===== config.mk =====
export PLATFORM = sky130hd
export DESIGN_NAME = cfs_port
export DESIGN_NICKNAME = d
export VERILOG_FILES = /design/src/verilog/cfs_pkg.sv /design/src/verilog/cfs_port.sv /design/src/verilog/cfs_sclk_div.sv
export SDC_FILE = /design/constraint.sdc
export NUM_CORES = 1
export LEC_CHECK = 0
export BUFFER_PORTS_ARGS = -buffer_cell sky130_fd_sc_hd__buf_2
export CORE_MARGIN = 2
export CORE_UTILIZATION = 45
export CTS_CLUSTER_SIZE = 40
export DETAILED_ROUTE_END_ITERATION = 10
export HOLD_SLACK_MARGIN = 0.06
export PLACE_DENSITY = 0.62
export SKIP_LAST_GASP = 1
export SLEW_MARGIN = 15
export SYNTH_ARGS = -nofsm -noshare
export SYNTH_HDL_FRONTEND = slang
export SYNTH_SLANG_ARGS = --single-unit
export TNS_END_PERCENT = 5

===== constraint.sdc =====
create_clock -name mclk -period 6 [get_ports mclk]
set_input_delay 0.6 -clock mclk [delete_from_list [all_inputs] [get_ports mclk]]
set_output_delay 0.6 -clock mclk [all_outputs]
set_load 0.01 [all_outputs]

===== src/verilog/cfs_pkg.sv =====
// constants, register map and state types of the codec serial frame port
package cfs_pkg;

    // ********************************************************
    // serial frame geometry
    // ********************************************************
    localparam logic [4:0] WORD_BITS = 5'h10;      // bits in one data transfer interval
    localparam logic [3:0] LAST_BIT = 4'hf;        // index of the sixteenth shift clock
    localparam logic [3:0] ADDR_DONE_BIT = 4'h7;   // fall that completes the upper byte
    localparam logic [7:0] PRIMARY_SLOT = 8'h00;   // shift clock of the primary frame sync
    localparam logic [7:0] SECONDARY_SLOT = 8'h80; // shift clock of the secondary frame sync
    localparam logic [7:0] FRAME_STEP = 8'h01;     // period of 256 shift clocks by wrap

    // ********************************************************
    // shift clock divider
    // ********************************************************
    localparam logic [3:0] RATE_ONE = 4'h1;        // added to the stored divisor field
    localparam logic [5:0] HALF_STEP = 6'h01;      // divider count increment

    // ********************************************************
    // register addresses
    // ********************************************************
    localparam logic [4:0] ADDR_NOOP_PSEUDO = 5'h00;
    localparam logic [4:0] ADDR_CONTROL_ONE = 5'h01;
    localparam logic [4:0] ADDR_CONTROL_TWO = 5'h02;
    localparam logic [4:0] ADDR_CONTROL_THREE = 5'h03;
    localparam logic [4:0] ADDR_CONTROL_FOUR = 5'h04;
    localparam logic [4:0] ADDR_FACTORY_TEST_A = 5'h05;
    localparam logic [4:0] ADDR_FACTORY_TEST_B = 5'h06;

    // ********************************************************
    // reset values
    // ********************************************************
    localparam logic [7:0] CONTROL_ONE_RST = 8'h00;
    localparam logic [7:0] CONTROL_TWO_RST = 8'h00;   // adc word format 15+1 after power-up
    localparam logic [7:0] CONTROL_THREE_RST = 8'h00;
    localparam logic [7:0] CONTROL_FOUR_RST = 8'h00;  // pll on, divisor 1
    localparam logic [7:0] READ_NONE = 8'h00;         // answer for unreadable addresses

    // ********************************************************
    // secondary word fields
    // ********************************************************
    localparam int SEC_READ_POS = 13;   // read_bit
    localparam int SEC_ADDR_MSB = 12;   // register_address_field top
    localparam int SEC_ADDR_LSB = 8;    // register_address_field bottom

    // ********************************************************
    // field positions in control registers
    // ********************************************************
    localparam int C1_SW_RESET = 7;
    localparam int C1_SW_POWER_DOWN = 6;
    localparam int C1_AUX_INPUT_EN = 5;
    localparam int C1_MONITOR_SELECT = 4;
    localparam int C1_MON_GAIN_MSB = 3;
    localparam int C1_MON_GAIN_LSB = 2;
    localparam int C1_DIGITAL_LOOPBACK = 1;
    localparam int C1_DAC_WORD16 = 0;
    localparam int C2_ANALOG_LOOPBACK = 5;
    localparam int C2_ADC_WORD16 = 4;
    localparam int C2_FIR_OVERFLOW = 3;
    localparam int C2_PHONE_MODE = 1;
    localparam int C2_FLAG_OUT = 0;
    localparam int C3_SLAVES_MSB = 7;
    localparam int C3_SLAVES_LSB = 6;
    localparam int C3_FSD_DELAY_MSB = 5;
    localparam int C3_FSD_DELAY_LSB = 0;
    localparam int C4_PLL_BYPASS = 7;       // pll_bypass_bit
    localparam int C4_RATE_MSB = 6;
    localparam int C4_RATE_LSB = 4;
    localparam int C4_IN_GAIN_MSB = 3;
    localparam int C4_IN_GAIN_LSB = 2;
    localparam int C4_OUT_GAIN_MSB = 1;
    localparam int C4_OUT_GAIN_LSB = 0;

    // control register bank
    typedef struct packed {
        logic [7:0] control_one;
        logic [7:0] control_two;
        logic [7:0] control_three;
        logic [7:0] control_four;
    } cfs_regs_t;

    // whole state of the serial engine
    typedef struct packed {
        cfs_regs_t regs;          // control registers
        logic [7:0] frame_cnt;    // shift clocks into the sampling period
        logic active;             // inside a data transfer interval
        logic secondary;          // current interval is a control exchange
        logic [3:0] bit_cnt;      // shift clock index inside the interval
        logic [15:0] in_shift;    // serial input assembly
        logic [15:0] out_word;    // serial output shifter
        logic req_pend;           // secondary exchange requested
        logic hw_seen;            // hardware request seen in this primary interval
        logic dout;               // serial data out
        logic fs_out;             // frame sync driven in master mode
        logic link_oe;            // drive enable of shift clock and frame sync
        logic fs_prev;            // frame sync level at previous rising edge
        logic sclk_prev;          // shift clock level in previous cycle (slave)
        logic [15:0] dac_word;    // last converter word received
        logic dac_valid;          // one cycle pulse with a new dac word
        logic adc_taken;          // one cycle pulse when adc sample is loaded
        logic sw_reset;           // pending software reset of the registers
        logic powered_down;       // serial interface disabled
    } cfs_state_t;

    // divider state
    typedef struct packed {
        logic [5:0] cnt;          // mclk cycles in current half period
        logic sclk;               // generated shift clock
        logic rise;               // pulse with the rising edge
        logic fall;               // pulse with the falling edge
    } cfs_div_t;

endpackage


===== src/verilog/cfs_port.sv =====
// serial frame port of the voice-band codec: frames, control registers, rate
`timescale 1ns/1ns

module cfs_port (
    input wire logic mclk,
    input wire logic rst,
    input wire logic master_select,
    input wire logic power_down_pin_n,
    input wire logic sclk_in,
    output logic sclk_out,
    output logic sclk_oe,
    input wire logic frame_sync_low_in,
    output logic frame_sync_low_out,
    output logic frame_sync_low_oe,
    input wire logic din,
    output logic dout,
    input wire logic hw_secondary_request,
    input wire logic [15:0] adc_sample,
    output logic adc_sample_taken,
    output logic [15:0] dac_word,
    output logic dac_word_valid,
    input wire logic fir_overflow,
    output logic flag_out,
    output logic phone_mode,
    output logic aux_input_en,
    output logic monitor_select,
    output logic [1:0] monitor_gain,
    output logic digital_loopback,
    output logic analog_loopback,
    output logic [1:0] input_gain,
    output logic [1:0] output_gain,
    output logic [5:0] fsd_delay,
    output logic [1:0] slave_count,
    output logic powered_down
);

    // ********************************************************
    // state and local signals
    // ********************************************************
    cfs_pkg::cfs_state_t s_q;   // registered state
    cfs_pkg::cfs_state_t s_d;   // next state
    logic div_sclk;             // generated shift clock
    logic div_rise;             // generated rising edge pulse
    logic div_fall;             // generated falling edge pulse
    logic div_run;              // divider enable
    logic [3:0] rate_n;         // divisor 1 to 8
    logic [5:0] half_len;       // mclk cycles per shift clock half period
    logic pd;                   // power down request from pin or register
    logic rise;                 // shift clock rising edge in this cycle
    logic fall;                 // shift clock falling edge in this cycle
    logic start;                // a frame starts: master slot reached or host frame sync falls
    logic start_sec;            // that frame is a secondary one
    logic [15:0] tx_word;       // word loaded at frame start
    logic [15:0] rx_word;       // input word including this fall's bit
    logic [4:0] rx_addr;        // register_address_field of the input word
    logic rx_read;              // read_bit of the input word
    logic [7:0] rd_value;       // register_value_field for a read
    logic [4:0] early_addr;     // register_address_field once the upper byte is in
    logic early_read;           // read_bit once the upper byte is in

    // ********************************************************
    // sample rate and shift clock
    // ********************************************************
    // the divisor is stored as n minus one so every code is legal
    assign rate_n = {1'b0, s_q.regs.control_four[cfs_pkg::C4_RATE_MSB:cfs_pkg::C4_RATE_LSB]}
                    + cfs_pkg::RATE_ONE;

    // half period of n cycles with the pll, four times longer when bypassed,
    // so the bypassed sampling period is four times the pll one
    always_comb begin
        if (s_q.regs.control_four[cfs_pkg::C4_PLL_BYPASS]) begin
            half_len = {rate_n, 2'b00};
        end else begin
            half_len = {2'b00, rate_n};
        end
    end

    // shift clock runs only while master and powered up
    assign div_run = master_select & ~s_q.powered_down;

    cfs_sclk_div u_div (
        .mclk(mclk),
        .rst(rst),
        .run(div_run),
        .half_len(half_len),
        .sclk(div_sclk),
        .rise(div_rise),
        .fall(div_fall)
    );

    // ********************************************************
    // register read decode
    // ********************************************************
    // readable registers answer with contents, the rest with zeros;
    // decoded from the upper byte alone, before the low byte arrives
    always_comb begin
        if (early_addr == cfs_pkg::ADDR_CONTROL_ONE) begin
            rd_value = s_q.regs.control_one;
        end else if (early_addr == cfs_pkg::ADDR_CONTROL_TWO) begin
            rd_value = s_q.regs.control_two;
        end else if (early_addr == cfs_pkg::ADDR_CONTROL_THREE) begin
            rd_value = s_q.regs.control_three;
        end else if (early_addr == cfs_pkg::ADDR_CONTROL_FOUR) begin
            rd_value = s_q.regs.control_four;
        end else begin
            rd_value = cfs_pkg::READ_NONE;
        end
    end

    // ********************************************************
    // serial engine
    // ********************************************************
    // one pass per mclk: edges, frame start, shifting, word completion
    always_comb begin
        s_d = s_q;
        s_d.dac_valid = 1'b0;
        s_d.adc_taken = 1'b0;
        pd = ~power_down_pin_n | s_q.regs.control_one[cfs_pkg::C1_SW_POWER_DOWN];
        s_d.powered_down = pd;
        s_d.link_oe = master_select & ~pd;
        s_d.sclk_prev = sclk_in;
        // master uses its own edges, slave detects host clock edges
        if (master_select) begin
            rise = div_rise;
            fall = div_fall;
        end else begin
            rise = sclk_in & ~s_q.sclk_prev;
            fall = ~sclk_in & s_q.sclk_prev;
        end
        // frame start: master from its period count, slave from the host sync
        if (master_select) begin
            start = (s_q.frame_cnt == cfs_pkg::PRIMARY_SLOT)
                    | ((s_q.frame_cnt == cfs_pkg::SECONDARY_SLOT) & s_q.req_pend);
            start_sec = (s_q.frame_cnt == cfs_pkg::SECONDARY_SLOT);
        end else begin
            start = ~frame_sync_low_in & s_q.fs_prev;
            start_sec = s_q.req_pend;
        end
        // primary word: 15+1 format puts the origin bit last
        if (start_sec) begin
            tx_word = {master_select, 15'h0000};
        end else if (s_q.regs.control_two[cfs_pkg::C2_ADC_WORD16]) begin
            tx_word = adc_sample;
        end else begin
            tx_word = {adc_sample[15:1], master_select};
        end
        rx_word = {s_q.in_shift[14:0], din};
        rx_addr = rx_word[cfs_pkg::SEC_ADDR_MSB:cfs_pkg::SEC_ADDR_LSB];
        rx_read = rx_word[cfs_pkg::SEC_READ_POS];
        // after eight bits the upper byte sits in the low byte of the shifter
        early_addr = rx_word[cfs_pkg::SEC_ADDR_MSB - cfs_pkg::SEC_ADDR_LSB:0];
        early_read = rx_word[cfs_pkg::SEC_READ_POS - cfs_pkg::SEC_ADDR_LSB];

        // pending software reset returns the bank to defaults
        if (s_q.sw_reset) begin
            s_d.regs.control_one = cfs_pkg::CONTROL_ONE_RST;
            s_d.regs.control_two = cfs_pkg::CONTROL_TWO_RST;
            s_d.regs.control_three = cfs_pkg::CONTROL_THREE_RST;
            s_d.regs.control_four = cfs_pkg::CONTROL_FOUR_RST;
            s_d.sw_reset = 1'b0;
        end

        if (pd) begin
            // power down: counters and link idle, registers kept
            s_d.frame_cnt = cfs_pkg::PRIMARY_SLOT;
            s_d.active = 1'b0;
            s_d.bit_cnt = 4'h0;
            s_d.req_pend = 1'b0;
            s_d.fs_out = 1'b1;
            s_d.fs_prev = 1'b1;
            s_d.dout = 1'b0;
        end else begin
            // rising edge: advance period, shift out, open or close interval
            if (rise) begin
                s_d.fs_prev = frame_sync_low_in;
                if (master_select) begin
                    s_d.frame_cnt = s_q.frame_cnt + cfs_pkg::FRAME_STEP;
                end
                if (s_q.active) begin
                    if (s_q.bit_cnt == cfs_pkg::LAST_BIT) begin
                        // seventeenth rising edge ends the interval
                        s_d.active = 1'b0;
                        s_d.fs_out = 1'b1;
                        s_d.dout = 1'b0;
                    end else begin
                        // next bit, stable for the following falling edge
                        s_d.bit_cnt = s_q.bit_cnt + 4'h1;
                        s_d.dout = s_q.out_word[15];
                        s_d.out_word = {s_q.out_word[14:0], 1'b0};
                    end
                end else if (start) begin
                    // frame sync falls: first bit goes out now
                    s_d.active = 1'b1;
                    s_d.secondary = start_sec;
                    s_d.bit_cnt = 4'h0;
                    s_d.fs_out = 1'b0;
                    s_d.dout = tx_word[15];
                    s_d.out_word = {tx_word[14:0], 1'b0};
                    if (start_sec) begin
                        s_d.req_pend = 1'b0;
                    end else begin
                        s_d.hw_seen = 1'b0;
                        s_d.adc_taken = 1'b1;
                    end
                end
            end
            // falling edge: capture input and finish words
            if (fall && s_q.active) begin
                s_d.in_shift = rx_word;
                if (!s_q.secondary && hw_secondary_request) begin
                    s_d.hw_seen = 1'b1;
                end
                // upper byte complete: a read fills the low byte
                if (s_q.secondary && (s_q.bit_cnt == cfs_pkg::ADDR_DONE_BIT) && early_read) begin
                    s_d.out_word[15:8] = rd_value;
                end
                if (s_q.bit_cnt == cfs_pkg::LAST_BIT) begin
                    if (!s_q.secondary) begin
                        // primary word done: deliver and check requests
                        s_d.dac_word = rx_word;
                        s_d.dac_valid = 1'b1;
                        if (s_q.hw_seen || hw_secondary_request ||
                            (!s_q.regs.control_one[cfs_pkg::C1_DAC_WORD16] && rx_word[0])) begin
                            s_d.req_pend = 1'b1;
                        end
                    end else if (!rx_read) begin
                        // write only with read bit clear; zero and test
                        // addresses store nothing
                        if (rx_addr == cfs_pkg::ADDR_NOOP_PSEUDO) begin
                            s_d.sw_reset = s_q.sw_reset;
                        end else if (rx_addr == cfs_pkg::ADDR_CONTROL_ONE) begin
                            s_d.regs.control_one = rx_word[7:0];
                            s_d.sw_reset = rx_word[cfs_pkg::C1_SW_RESET];
                        end else if (rx_addr == cfs_pkg::ADDR_CONTROL_TWO) begin
                            s_d.regs.control_two = rx_word[7:0];
                        end else if (rx_addr == cfs_pkg::ADDR_CONTROL_THREE) begin
                            s_d.regs.control_three = rx_word[7:0];
                        end else if (rx_addr == cfs_pkg::ADDR_CONTROL_FOUR) begin
                            s_d.regs.control_four = rx_word[7:0];
                        end else begin
                            s_d.sw_reset = s_q.sw_reset;
                        end
                    end
                end
            end
        end

        // overflow is sticky; a new event beats a clearing write
        if (fir_overflow) begin
            s_d.regs.control_two[cfs_pkg::C2_FIR_OVERFLOW] = 1'b1;
        end
    end

    // ********************************************************
    // state register
    // ********************************************************
    // asynchronous reset to idle link and default registers
    always_ff @(posedge mclk or posedge rst) begin
        if (rst) begin
            s_q <= '0;
            s_q.regs.control_one <= cfs_pkg::CONTROL_ONE_RST;
            s_q.regs.control_two <= cfs_pkg::CONTROL_TWO_RST;
            s_q.regs.control_three <= cfs_pkg::CONTROL_THREE_RST;
            s_q.regs.control_four <= cfs_pkg::CONTROL_FOUR_RST;
            s_q.fs_out <= 1'b1;
            s_q.fs_prev <= 1'b1;
        end else begin
            s_q <= s_d;
        end
    end

    // ********************************************************
    // outputs, all from flip-flops
    // ********************************************************
    assign sclk_out = div_sclk;
    assign sclk_oe = s_q.link_oe;
    assign frame_sync_low_out = s_q.fs_out;
    assign frame_sync_low_oe = s_q.link_oe;
    assign dout = s_q.dout;
    assign adc_sample_taken = s_q.adc_taken;
    assign dac_word = s_q.dac_word;
    assign dac_word_valid = s_q.dac_valid;
    assign flag_out = s_q.regs.control_two[cfs_pkg::C2_FLAG_OUT];
    assign phone_mode = s_q.regs.control_two[cfs_pkg::C2_PHONE_MODE];
    assign analog_loopback = s_q.regs.control_two[cfs_pkg::C2_ANALOG_LOOPBACK];
    assign aux_input_en = s_q.regs.control_one[cfs_pkg::C1_AUX_INPUT_EN];
    assign monitor_select = s_q.regs.control_one[cfs_pkg::C1_MONITOR_SELECT];
    assign monitor_gain = s_q.regs.control_one[cfs_pkg::C1_MON_GAIN_MSB:cfs_pkg::C1_MON_GAIN_LSB];
    assign digital_loopback = s_q.regs.control_one[cfs_pkg::C1_DIGITAL_LOOPBACK];
    assign input_gain = s_q.regs.control_four[cfs_pkg::C4_IN_GAIN_MSB:cfs_pkg::C4_IN_GAIN_LSB];
    assign output_gain = s_q.regs.control_four[cfs_pkg::C4_OUT_GAIN_MSB:cfs_pkg::C4_OUT_GAIN_LSB];
    assign fsd_delay = s_q.regs.control_three[cfs_pkg::C3_FSD_DELAY_MSB:cfs_pkg::C3_FSD_DELAY_LSB];
    assign slave_count = s_q.regs.control_three[cfs_pkg::C3_SLAVES_MSB:cfs_pkg::C3_SLAVES_LSB];
    assign powered_down = s_q.powered_down;

endmodule


===== src/verilog/cfs_sclk_div.sv =====
// shift clock generator of the master end
`timescale 1ns/1ns
module cfs_sclk_div (
    input wire logic mclk,
    input wire logic rst,
    input wire logic run,
    input wire logic [5:0] half_len,
    output logic sclk,
    output logic rise,
    output logic fall
);

    // ********************************************************
    // divider state
    // ********************************************************
    cfs_pkg::cfs_div_t s_q;   // registered state
    cfs_pkg::cfs_div_t s_d;   // next state

    // toggle the clock every half_len cycles, held low while stopped
    always_comb begin
        s_d = s_q;
        s_d.rise = 1'b0;
        s_d.fall = 1'b0;
        if (!run) begin
            // stopped: clock parks low, count restarts
            s_d.cnt = 6'h00;
            s_d.sclk = 1'b0;
        end else if (s_q.cnt + cfs_pkg::HALF_STEP >= half_len) begin
            // end of half period: flip and flag the edge
            s_d.cnt = 6'h00;
            s_d.sclk = ~s_q.sclk;
            s_d.rise = ~s_q.sclk;
            s_d.fall = s_q.sclk;
        end else begin
            s_d.cnt = s_q.cnt + cfs_pkg::HALF_STEP;
        end
    end

    // state register
    always_ff @(posedge mclk or posedge rst) begin
        if (rst) begin
            s_q <= '0;
        end else begin
            s_q <= s_d;
        end
    end

    assign sclk = s_q.sclk;
    assign rise = s_q.rise;
    assign fall = s_q.fall;

endmodule


==> reports/results.txt <==
ys flop type: dfrtp_1
I/O Buffers: 68
hold buffers post-CTS: 0
I/O Pins: 69
vias in the first global route: 4,267
cts repair resizes: 0
CTS root buf: clkbuf_16
grt ovf: 0
worst slew pin tran: 0.954 ns
library cells used by synthesis: 53
peak supply drop: 0.190 mV
Power Total: 1.56 mW
GRT Total Usage: 21.0%
yosys warns: 0
initial drt markers: 362
number of H-tree levels: 3
largest net degree at the start of global routing: 69
TritonCTS Buffers: 9
post-synthesis register bit count: 112
most frequent cells in the layout: dfrtp_1, nand2_1, buf_2, a21oi_1, nor2_1
core area: 0.0126 mm²
die height: 117 µm
Post-Syn Area: 0.00577 mm²
R2R depth: 7
RD Place Congestion: 0.835
post-synth top area share: 47.7%
Worst Path Arrival: 2.98 ns
Relative slew margins: 36.0%
Synth area leader: dfrtp_1
fin nets: 670
Worst EP required: 6.21 ns
Die ar.: 0.0138 mm²
min cycle time layout: 2.77 ns
leakage power: 2.92 nW
layout cells sized above 1: 19.6%
kind of critical path: reg -> reg
number of flops mapped to enable cells by yosys: 0
Clock transition at path regs: 0.07 ns
clock tree buffer depth: 2
Mapped Nets: 653
Hold Vio Cnt, Final: 0
power density over cell area: 250 mW/mm²
Num Clock Sinks: 112
Avg Inst Size Synth: 9.36 µm²
worst r2r src: s_q[103]
Die W: 117 µm
post-DR wirelength/cell: 16.7 µm
CTS tree: built
number of max-cap violations: 0
FMAX: 0.361 GHz
Post-Route Utilization: 49.8%
most common cell after layout, fill and taps aside: dfrtp_1
unrepaired setup endpoints after global routing: no
post-CTS setup buffers: 0
Hold WS: 0.395 ns
final slew viol count: 0
synth top area cells: dfrtp_1, nand2_1, mux2_2
via count: 4,476
clk_skew: 0.0109 ns
Max FO, Critical Path: 21
Pre-Repair DR Iteration Count: 5
Post-DRT Antenna Nets: 0
final WL: 13,500 µm
dpl hpwl: 9470 µm
Hold Crit Class: in -> async
Tcrit/Tclk final: 46.1%
TNS Setup: 0 ns
Async SR Flop Fraction: 100%
vias per std cell: 5.53
ANT cells: 0
initial antenna violation count: 0
clk_lat worst skew: 0.36 ns
RR Endpoint: s_q[42]
final setup violation count: 0
FF-to-FF setup slack: 3.23 ns
# rows: 41
first-pass GRT wire length: 22,100 µm
post-synthesis instance total: 617
# DRC: 0
sequential share of the synthesized area: 48.6%
Layout area overhead: 8.45%
status: complete, no violations
CP endpoint kind: register
crit start category: register
initial core utilization: 45.9%
critical path, cell delays in order, from the launching register on:
cell	delay, ns
dfrtp_1	0.40
nor2b_1	0.11
buf_4	0.25
inv_1	0.37
a31oi_1	0.71
nand2_1	0.37
a221oi_1	0.32
a211oi_1	0.07
metal layers:
| layer | up-vias | track usage (%) | part of all wire, % |
|---|---|---|---|
| met2 | 124 | 32.9 | 47 |
| met3 | 23 | 4.94 | 4.8 |
| li1 | 2157 | - | - |
| met5 | - | 0 | 0 |
| met1 | 2172 | 29.0 | 47 |
| met4 | 0 | 6.43 | 1.6 |
stage by stage:
step | setup WS [ns] | std cells | cell area [µm²]
global route | 3.03 | 810 | 6260
finish | 3.23 | 810 | 6260
floorplan | 2.44 | 617 | 5770
CTS | 3.23 | 810 | 6250
global placement | 3.01 | 795 | 5970
detailed placement | 2.96 | 795 | 5970
report_power, final:
part	switching, mW	total (mW)	internal [mW]	leakage (nW)
Clock	0.292	0.580	0.287	0.136
Combinational	0.0892	0.142	0.0527	1.42
Sequential	0.0531	0.843	0.790	1.36
area by class of cell:
type | count | area, µm²
Fill cell | 1192 | 6310
Sequential cell | 112 | 2810
Multi-Input combinational cell | 413 | 2500
Timing Repair Buffer | 71 | 363
Clock buffer | 9 | 225
Tap cell | 172 | 215
Inverter | 27 | 104
Clock inverter | 6 | 52.6
registers in the layout (all words and copies together), names as in the netlist, 2 cells and up:
name,flops
monitor_gain,2
u_div.s_q,6
output_gain,2
slave_count,2
input_gain,2
early_addr,4
rx_addr,5
s_q,46
fsd_delay,6
dac_word,16
rx_word,4
kinds of logic (layout without fill, tap and decap cells):
group                    Yosys count  after routing  share of synthesized area (%)
multiplexers                      26             26                           5.07
buffers and inverters             92            113                           8.32
XOR/XNOR                          13             13                           1.97
adder cells (fa/ha/maj)           11             11                           2.38
flip-flops                       112            112                           48.6
AND/OR/NAND/NOR                  204            204                           17.1
AO/OA/AOI/OAI                    159            159                           16.5
cell usage after synthesis, types with 2 or more instances:
cell,instances
a22o_1,3
nor3b_1,4
dfstp_2,2
and2_1,4
a31oi_1,2
nor3_2,2
nor3_1,12
xnor2_1,6
nand3_1,16
nand4_1,9
o21ai_1,8
a22oi_1,9
clkbuf_1,25
and3_1,10
xor2_1,7
o31ai_1,3
a221oi_1,2
inv_1,27
o21ai_0,37
a211oi_1,11
buf_4,32
buf_2,6
nor4_1,4
o22ai_1,7
nor2_1,39
dfrtp_1,110
o211ai_1,7
nand2_1,80
a21o_1,6
nor2b_1,5
nor4b_1,2
nand2b_1,8
a21oi_1,57
ha_1,11
mux2_2,26
worst max path at each step:
stage,startpoint,end,slack (ns),cells past startpoint
after global routing,s_q[65],s_q[42],3.03,8
after detailed placement,master_select,s_q[95],2.96,6
final,s_q[103],s_q[42],3.23,7
after CTS,s_q[59],s_q[93],3.23,5
after floorplan,rst,adc_sample_taken,2.44,1
after global placement,power_down_pin_n,s_q[42],3.01,8
Power figures use the tool's default switching activity.
